`src/hw/touch_key_pkg.sv`:
```
// constants, types and state layout for the touch key scan controller
package touch_key_pkg;

  // -------------------------------------------------------------------------
  // register offsets and fields
  // -------------------------------------------------------------------------
  localparam logic [7:0] ADDR_IRQ_FLAGS   = 8'h95;
  localparam logic [7:0] ADDR_CONV_DATA   = 8'hAA;
  localparam logic [7:0] ADDR_COUNT_LOW   = 8'hAC;
  localparam logic [7:0] ADDR_CONTROL     = 8'hAD;
  localparam int         BIT_IRQ_FLAG     = 5;
  localparam int         BIT_CONV_DONE    = 3;
  localparam int         BIT_COUNT_OVF    = 2;
  localparam int         BIT_POWER_DOWN   = 7;
  localparam logic       PD_RESET         = 1'b1;
  localparam logic [2:0] TMR_RESET        = 3'h4;

  // -------------------------------------------------------------------------
  // channels, counts and scan timing
  // -------------------------------------------------------------------------
  localparam int          NUM_CHANNELS    = 14;
  localparam int          NUM_AUTO_CH     = 4;
  localparam int          COUNT_W         = 10;
  localparam logic [3:0]  REF_CAP_CHANNEL = 4'hF;
  localparam logic [9:0]  COUNT_MAX       = 10'h3FF;
  localparam logic [12:0] INTERVAL_SHORT  = 13'h0800;
  localparam logic [12:0] INTERVAL_LONG   = 13'h1000;
  localparam logic [1:0]  LAST_AUTO_CH    = 2'h3;

  // -------------------------------------------------------------------------
  // carriers
  // -------------------------------------------------------------------------
  typedef struct packed {
    logic       wr;
    logic       rd;
    logic [7:0] addr;
    logic [7:0] wdata;
  } sfr_req_t;

  typedef struct packed {
    logic       start;
    logic       ref_cap;
    logic [3:0] channel;
    logic [2:0] time_sel;
  } afe_req_t;

  typedef struct packed {
    logic pulse;
    logic conv_end;
  } afe_rsp_t;

  typedef enum logic [1:0] {
    S_IDLE,
    S_MANUAL,
    S_AUTO_MEAS,
    S_AUTO_GAP
  } scan_state_t;

  typedef struct packed {
    logic [9:0] count;
    logic       ovf;
  } counter_state_t;

  typedef struct packed {
    scan_state_t fsm;
    logic        start;
    logic        done;
    logic        ovf;
    logic [9:0]  count;
    logic        irq;
    logic        pd;
    logic [2:0]  tmr;
    logic [7:0]  rdata;
    logic [1:0]  auto_ch;
    logic [12:0] interval_cnt;
    logic        slow_q;
    logic        cnt_clear;
    afe_req_t    afe;
  } ctrl_state_t;

endpackage : touch_key_pkg

```
`src/hw/touch_key_scan_controller.sv`:
```
// touch key measurement unit: register file, manual and automatic scan
`timescale 1ns/1ps
module touch_key_scan_controller
  import touch_key_pkg::*;
(
  // clock and reset
  input  wire logic                   sys_clk_in,
  input  wire logic                   reset_n_in,
  // register port
  input  wire sfr_req_t               sfr_req_in,
  output logic [7:0]                  sfr_rdata_out,
  // control bits held outside the mapped registers
  input  wire logic                   auto_scan_select_in,
  input  wire logic [3:0]             touch_channel_sel_in,
  input  wire logic                   touch_convert_start_set_in,
  input  wire logic                   touch_convert_start_clr_in,
  input  wire logic                   auto_interval_long_in,
  input  wire logic [3:0][9:0]        auto_touch_threshold_in,
  input  wire logic                   isr_entry_in,
  input  wire logic [3:0]             adc_low_nibble_in,
  input  wire logic                   slow_clk_level_in,
  // status
  output logic                        touch_convert_start_out,
  output logic                        touch_irq_flag_out,
  // analog front end
  output afe_req_t                    afe_req_out,
  input  wire afe_rsp_t               afe_rsp_in
);

  // -------------------------------------------------------------------------
  // helpers
  // -------------------------------------------------------------------------
  function automatic logic sfr_hit(input logic       strobe,
                                   input logic [7:0] addr,
                                   input logic [7:0] target);
    sfr_hit = strobe && (addr == target);
  endfunction : sfr_hit

  ctrl_state_t st_q;
  ctrl_state_t st_d;
  logic [9:0]  cnt_value;
  logic        cnt_ovf;
  logic        manual_mode;
  logic        auto_mode;
  logic        slow_edge;
  logic [12:0] interval_last;
  logic        irq_set;
  logic        irq_clr;
  logic        wr_flags;
  logic [3:0]  below_thr;

  assign manual_mode   = !auto_scan_select_in && !st_q.pd;
  assign auto_mode     = auto_scan_select_in && st_q.pd;
  assign slow_edge     = slow_clk_level_in && !st_q.slow_q;
  assign interval_last = (auto_interval_long_in ? INTERVAL_LONG : INTERVAL_SHORT) - 13'h0001;
  assign wr_flags      = sfr_hit(sfr_req_in.wr, sfr_req_in.addr, ADDR_IRQ_FLAGS);

  // -------------------------------------------------------------------------
  // per-channel threshold compare
  // -------------------------------------------------------------------------
  generate
    for (genvar i = 0; i < NUM_AUTO_CH; i++) begin : g_thr
      assign below_thr[i] = cnt_value < auto_touch_threshold_in[i];
    end
  endgenerate

  touch_pulse_counter u_counter (
    .sys_clk_in (sys_clk_in),
    .reset_n_in (reset_n_in),
    .clear_in   (st_q.cnt_clear),
    .enable_in  (st_q.afe.start),
    .pulse_in   (afe_rsp_in.pulse),
    .count_out  (cnt_value),
    .ovf_out    (cnt_ovf)
  );

  // -------------------------------------------------------------------------
  // next state
  // -------------------------------------------------------------------------
  always_comb begin
    st_d           = st_q;
    st_d.cnt_clear = 1'b0;
    st_d.slow_q    = slow_clk_level_in;
    irq_set        = 1'b0;
    irq_clr        = 1'b0;

    // control register write
    if (sfr_hit(sfr_req_in.wr, sfr_req_in.addr, ADDR_CONTROL)) begin
      st_d.pd  = sfr_req_in.wdata[BIT_POWER_DOWN];
      st_d.tmr = sfr_req_in.wdata[2:0];
    end

    // writing the flag bit as zero (DFh) clears the touch flag
    if (wr_flags && !sfr_req_in.wdata[BIT_IRQ_FLAG]) begin
      irq_clr = 1'b1;
    end
    if (auto_mode && isr_entry_in) begin
      irq_clr = 1'b1;
    end

    // start bit may be cleared by software at any time except in the cycle a manual launch sets it
    if (touch_convert_start_clr_in) begin
      st_d.start = 1'b0;
    end

    // the interval keeps running through each scan so that scans stay evenly spaced
    if (!auto_mode) begin
      st_d.interval_cnt = '0;
    end else if (slow_edge) begin
      if (st_q.interval_cnt >= interval_last) begin
        st_d.interval_cnt = '0;
      end else begin
        st_d.interval_cnt = st_q.interval_cnt + 13'h0001;
      end
    end

    case (st_q.fsm)
      S_IDLE: begin
        st_d.afe.start = 1'b0;
        if (manual_mode && touch_convert_start_set_in) begin
          st_d.fsm          = S_MANUAL;
          st_d.start        = 1'b1;
          st_d.done         = 1'b0;
          st_d.cnt_clear    = 1'b1;
          st_d.afe.start    = 1'b1;
          st_d.afe.channel  = touch_channel_sel_in;
          st_d.afe.ref_cap  = (touch_channel_sel_in == REF_CAP_CHANNEL);
          st_d.afe.time_sel = st_q.tmr;
          irq_clr           = 1'b1;
        end else if (auto_mode && slow_edge && st_q.interval_cnt >= interval_last) begin
          st_d.auto_ch = '0;
          st_d.fsm     = S_AUTO_GAP;
        end
      end

      S_MANUAL: begin
        if (!manual_mode) begin
          st_d.fsm       = S_IDLE;
          st_d.afe.start = 1'b0;
        end else if (afe_rsp_in.conv_end) begin
          st_d.fsm       = S_IDLE;
          st_d.afe.start = 1'b0;
          st_d.start     = 1'b0;
          st_d.done      = 1'b1;
          st_d.count     = cnt_value;
          st_d.ovf       = cnt_ovf;
          irq_set        = 1'b1;
        end
      end

      S_AUTO_GAP: begin
        if (!auto_mode) begin
          st_d.fsm = S_IDLE;
        end else begin
          st_d.fsm          = S_AUTO_MEAS;
          st_d.cnt_clear    = 1'b1;
          st_d.afe.start    = 1'b1;
          st_d.afe.channel  = {2'b00, st_q.auto_ch};
          st_d.afe.ref_cap  = 1'b0;
          st_d.afe.time_sel = st_q.tmr;
        end
      end

      S_AUTO_MEAS: begin
        if (!auto_mode) begin
          st_d.fsm       = S_IDLE;
          st_d.afe.start = 1'b0;
        end else if (afe_rsp_in.conv_end) begin
          st_d.afe.start = 1'b0;
          st_d.count     = cnt_value;
          st_d.ovf       = cnt_ovf;
          st_d.done      = 1'b1;
          if (below_thr[st_q.auto_ch]) begin
            irq_set = 1'b1;
          end
          if (st_q.auto_ch == LAST_AUTO_CH) begin
            st_d.fsm = S_IDLE;
          end else begin
            st_d.auto_ch = st_q.auto_ch + 2'h1;
            st_d.fsm     = S_AUTO_GAP;
          end
        end
      end

      default: begin
        st_d.fsm       = S_IDLE;
        st_d.afe.start = 1'b0;
      end
    endcase

    // a set in the same cycle as a clear wins
    if (irq_set) begin
      st_d.irq = 1'b1;
    end else if (irq_clr) begin
      st_d.irq = 1'b0;
    end

    // registered read data
    st_d.rdata = 8'h00;
    if (sfr_req_in.rd) begin
      case (sfr_req_in.addr)
        ADDR_IRQ_FLAGS: st_d.rdata[BIT_IRQ_FLAG] = st_q.irq;
        ADDR_CONV_DATA: st_d.rdata = {adc_low_nibble_in, st_q.done, st_q.ovf, st_q.count[9:8]};
        ADDR_COUNT_LOW: st_d.rdata = st_q.count[7:0];
        ADDR_CONTROL:   st_d.rdata = {st_q.pd, 4'h0, st_q.tmr};
        default:        st_d.rdata = 8'h00;
      endcase
    end
  end

  // -------------------------------------------------------------------------
  // state register
  // -------------------------------------------------------------------------
  always_ff @(posedge sys_clk_in or negedge reset_n_in) begin
    if (!reset_n_in) begin
      st_q      <= '0;
      st_q.fsm  <= S_IDLE;
      st_q.pd   <= PD_RESET;
      st_q.tmr  <= TMR_RESET;
    end else begin
      st_q <= st_d;
    end
  end

  assign sfr_rdata_out           = st_q.rdata;
  assign touch_convert_start_out = st_q.start;
  assign touch_irq_flag_out      = st_q.irq;
  assign afe_req_out             = st_q.afe;
endmodule : touch_key_scan_controller

```
`src/hw/touch_pulse_counter.sv`:
```
// ten-bit charge pulse counter with sticky overflow
`timescale 1ns/1ps
module touch_pulse_counter
  import touch_key_pkg::*;
(
  // clock and reset
  input  wire logic       sys_clk_in,
  input  wire logic       reset_n_in,
  // control
  input  wire logic       clear_in,
  input  wire logic       enable_in,
  input  wire logic       pulse_in,
  // result
  output logic [9:0]      count_out,
  output logic            ovf_out
);

  counter_state_t st_q;
  counter_state_t st_d;

  always_comb begin
    st_d = st_q;
    if (clear_in) begin
      st_d = '0;
    end else if (enable_in && pulse_in) begin
      if (st_q.count == COUNT_MAX) begin
        st_d.ovf = 1'b1;
      end else begin
        st_d.count = st_q.count + 10'h001;
      end
    end
  end

  always_ff @(posedge sys_clk_in or negedge reset_n_in) begin
    if (!reset_n_in) begin
      st_q <= '0;
    end else begin
      st_q <= st_d;
    end
  end

  assign count_out = st_q.count;
  assign ovf_out   = st_q.ovf;

endmodule : touch_pulse_counter

```
`config.mk`:
```
export PLATFORM = sky130hd
export DESIGN_NAME = touch_key_scan_controller
export DESIGN_NICKNAME = d
export VERILOG_FILES = /design/src/hw/touch_key_pkg.sv /design/src/hw/touch_key_scan_controller.sv /design/src/hw/touch_pulse_counter.sv
export SDC_FILE = /design/constraint.sdc
export NUM_CORES = 1
export LEC_CHECK = 0
export ABC_AREA = 1
export BUFFER_PORTS_ARGS = -buffer_cell sky130_fd_sc_hd__buf_2
export CAP_MARGIN = 20
export CORE_MARGIN = 10
export CORE_UTILIZATION = 40
export CTS_CLUSTER_SIZE = 12
export DETAILED_ROUTE_END_ITERATION = 10
export MAX_ROUTING_LAYER = met4
export SKIP_LAST_GASP = 1
export SYNTH_ARGS = -nofsm -noshare
export SYNTH_HDL_FRONTEND = slang
export SYNTH_SLANG_ARGS = --single-unit
```
`constraint.sdc`:
```
create_clock -name sys_clk_in -period 2.5 [get_ports sys_clk_in]
set_input_delay 0.25 -clock sys_clk_in [delete_from_list [all_inputs] [get_ports sys_clk_in]]
set_output_delay 0.25 -clock sys_clk_in [all_outputs]
set_load 0.005 [all_outputs]
```
==> reports/qor.txt <==
Outcome -> complete, no violations
Synth Instances -> 630
Final instance area -> 5500 µm²
Synth area leaders -> dfrtp_1 (34%), nand2_1 (13%), ha_1 (12%)
Pin count of the biggest net entering global routing -> 27
Post-DP HPWL -> 8.91 mm
Die Y -> 128 µm
IO Pins -> 95
HP Class -> in2reg
Minimum clock period -> 1940 ps
MaxCap Viol Count -> 0
Startpoint types -> flop
Syn. warnings -> 0
Initial DRT Pass Iterations -> 5
Clock Latency Late Sink -> 330 ps
Nets@finish -> 834
Mapped cell area -> 4650 µm²
Worst slew margin -> 0.594
Number of synthesized flops with an enable pin -> 0
Top cells by count, synth -> nand2_1 (165), inv_1 (105), dfrtp_1 (63)
WL/cell -> 12.9 µm
Final setup TNS -> 0 ps
Die Width -> 128 µm
Worst-Margin Slew -> 604 ps
Sequential fraction of the synthesis area -> 0.350
IO Port Bufs -> 91
CTS Buffer Depth -> 2
CP peak stage delay -> 430 ps
Die area -> 16300 µm²
DRC viols -> 0
Antenna diodes -> 0
Final setup margin -> 556 ps
Fin. max-slew vios -> 0
GP Congestion -> 0.906
Tcrit/Tclk final -> 0.778
Share of flip-flops with an asynchronous set or reset -> 1.00
Starting Density -> 0.407
Post-synthesis net count -> 751
RSZ-0062 raised after global routing -> false
Top-count cell post-synth -> nand2_1
Critical path fanouts, max -> 12
Slowest cell on crit path -> dfrtp_1
Final setup fails -> 0
H-tree depth -> 3
FMAX -> 0.514 GHz
First-pass GRT wire length -> 19.2 mm
CTS root buf -> clkbuf_16
Dominant cell type by area after synthesis -> dfrtp_1
Synth unique cells -> 40
CP arrival -> 2150 ps
Synthesis-to-layout area growth -> 18.3%
Synth Flop Type -> dfrtp_1
CTS tree -> built
# Post-CTS Setup Buffers -> 0
Vias -> 4198
Vias in the first global route -> 4230
GRT overflow -> 0
DP Area -> 5140 µm²
Final std cells w/o fill -> 861
Crit-path leading delay family -> simple AND/OR/NAND/NOR gates
Routed wire length -> 11.1 mm
Core area -> 11400 µm²
Synth Register Bits -> 65
Fill cells -> 1151
DRT antenna net count -> 0
Worst-path clk slew -> 60 ps
Detailed Route Iter0 Violations -> 252
Pre-CTS WS -> 567 ps
Layout Utilization -> 0.482
Post-Place Cells -> 843
Crit path cell chain -> inv_1 -> ha_1 -> inv_1 -> nor2_1 -> inv_1 -> nand2_1 -> inv_1 -> nor2_1 -> nor3_1
Via density -> 4.88
Num Clock Sinks -> 65
CP bufs+invs -> 4
Setup CP Type -> reg2reg
Avg Cell Area, Syn -> 7.38 µm²
Req. time, crit path -> 2700 ps
All-layer global routing usage -> 0.143
Static Leak -> 3.03 nW
Share of cells above drive strength 1 -> 0.191
Num rows -> 39
Clock skew -> 6.63 ps
Area of the multi-input gates -> 2450 µm²
Final hold violations -> 0
Crit. End Element -> flop
Register area -> 1630 µm²
Peak supply drop -> 377 µV
Initial antenna violation count -> 0
Most common cell on crit path -> inv_1
Inserted Clock Buffers -> 9
Power Dens Cells -> 725 nW/µm²
Top cell type's share of synthesized area -> 0.339
placed cells by master, fill, tap and decap left out, types with 6 or more instances in the layout:
cell type	n
inv_1	105
ha_1	45
dfrtp_1	63
buf_2	91
o21ai_1	12
a21oi_1	13
nor2_1	47
nand3_1	47
nand2_1	165
xor2_1	11
nor3_1	11
clkbuf_16	9
a31oi_1	6
o21ai_0	24
nand4_1	8
per-stage QoR:
stage / total power, mW / hold slack (ps)
global placement: 2.56 / 176
detailed placement: 2.60 / 187
global route: 4.30 / 30.7
CTS: 4.02 / 31.7
finish: 3.99 / 39.7
floorplan: 2.28 / -45.6
worst paths after layout:
path	from	to	slack, ps	depth (start not counted)
worst max-delay path	st_q[52]$_DFFE_PN0P_	afe_req_out[7]$_DFFE_PN0P_	560	9
worst min-delay path	slow_clk_level_in	st_q[10]$_DFF_PN0_	40	1
worst max register to register	st_q[52]$_DFFE_PN0P_	afe_req_out[7]$_DFFE_PN0P_	560	9
worst min register to register	st_q[36]$_DFFE_PN1P_	st_q[36]$_DFFE_PN1P_	470	2
max in group asynchronous	reset_n_in	st_q[36]$_DFFE_PN1P_	1420	3
min in group asynchronous	reset_n_in	sfr_rdata_out[4]$_DFF_PN0_	370	2
repair_timing:
action,in CTS,in global routing
hold endpoints to repair,14,0
resized for setup,0,0
endpoints found under the setup margin,0,0
hold buffers,1,0
final cells by class:
class | count | area share
clock buffers | 12 | 0.0484
clock inverters | 4 | 0.0134
inverters | 109 | 0.0744
multi-input cells | 432 | 0.445
flip-flops and latches | 65 | 0.296
well taps | 143 | 0.0325
repair buffers | 96 | 0.0900
routing by layer:
metal  global-route usage  vias up  routed length (µm)
met1                0.183     1916                5490
met3               0.0318        7                 684
met4               0.0464        0                 128
li1                     -     2179                   -
met5                    -        -                   0
met2                0.220       96                4840
flip-flops by register name, indices dropped and copies added (netlist names):
name,cells
u_counter.count_out,10
touch_irq_flag_out,1
u_counter.ovf_out,1
afe_req_out,9
sfr_rdata_out,8
touch_convert_start_out,1
st_q,35
power breakdown:
| group | switching [mW] | internal [mW] |
|---|---|---|
| combinational | 0.763 | 0.438 |
| sequential | 0.172 | 1.21 |
| clock | 0.454 | 0.954 |
| total | 1.39 | 2.60 |
kinds of logic (layout without fill, tap and decap cells):
family,Yosys count,count (layout),share of synthesized area
and+or+nand+nor,299,299,0.282
buffers and inverters,133,221,0.123
AOI/OAI and AO/OA,74,74,0.0974
DFF,65,65,0.350
adders and majority gates,45,45,0.121
xor gates and xnor gates,14,14,0.0264
Power figures use the tool's default switching activity.
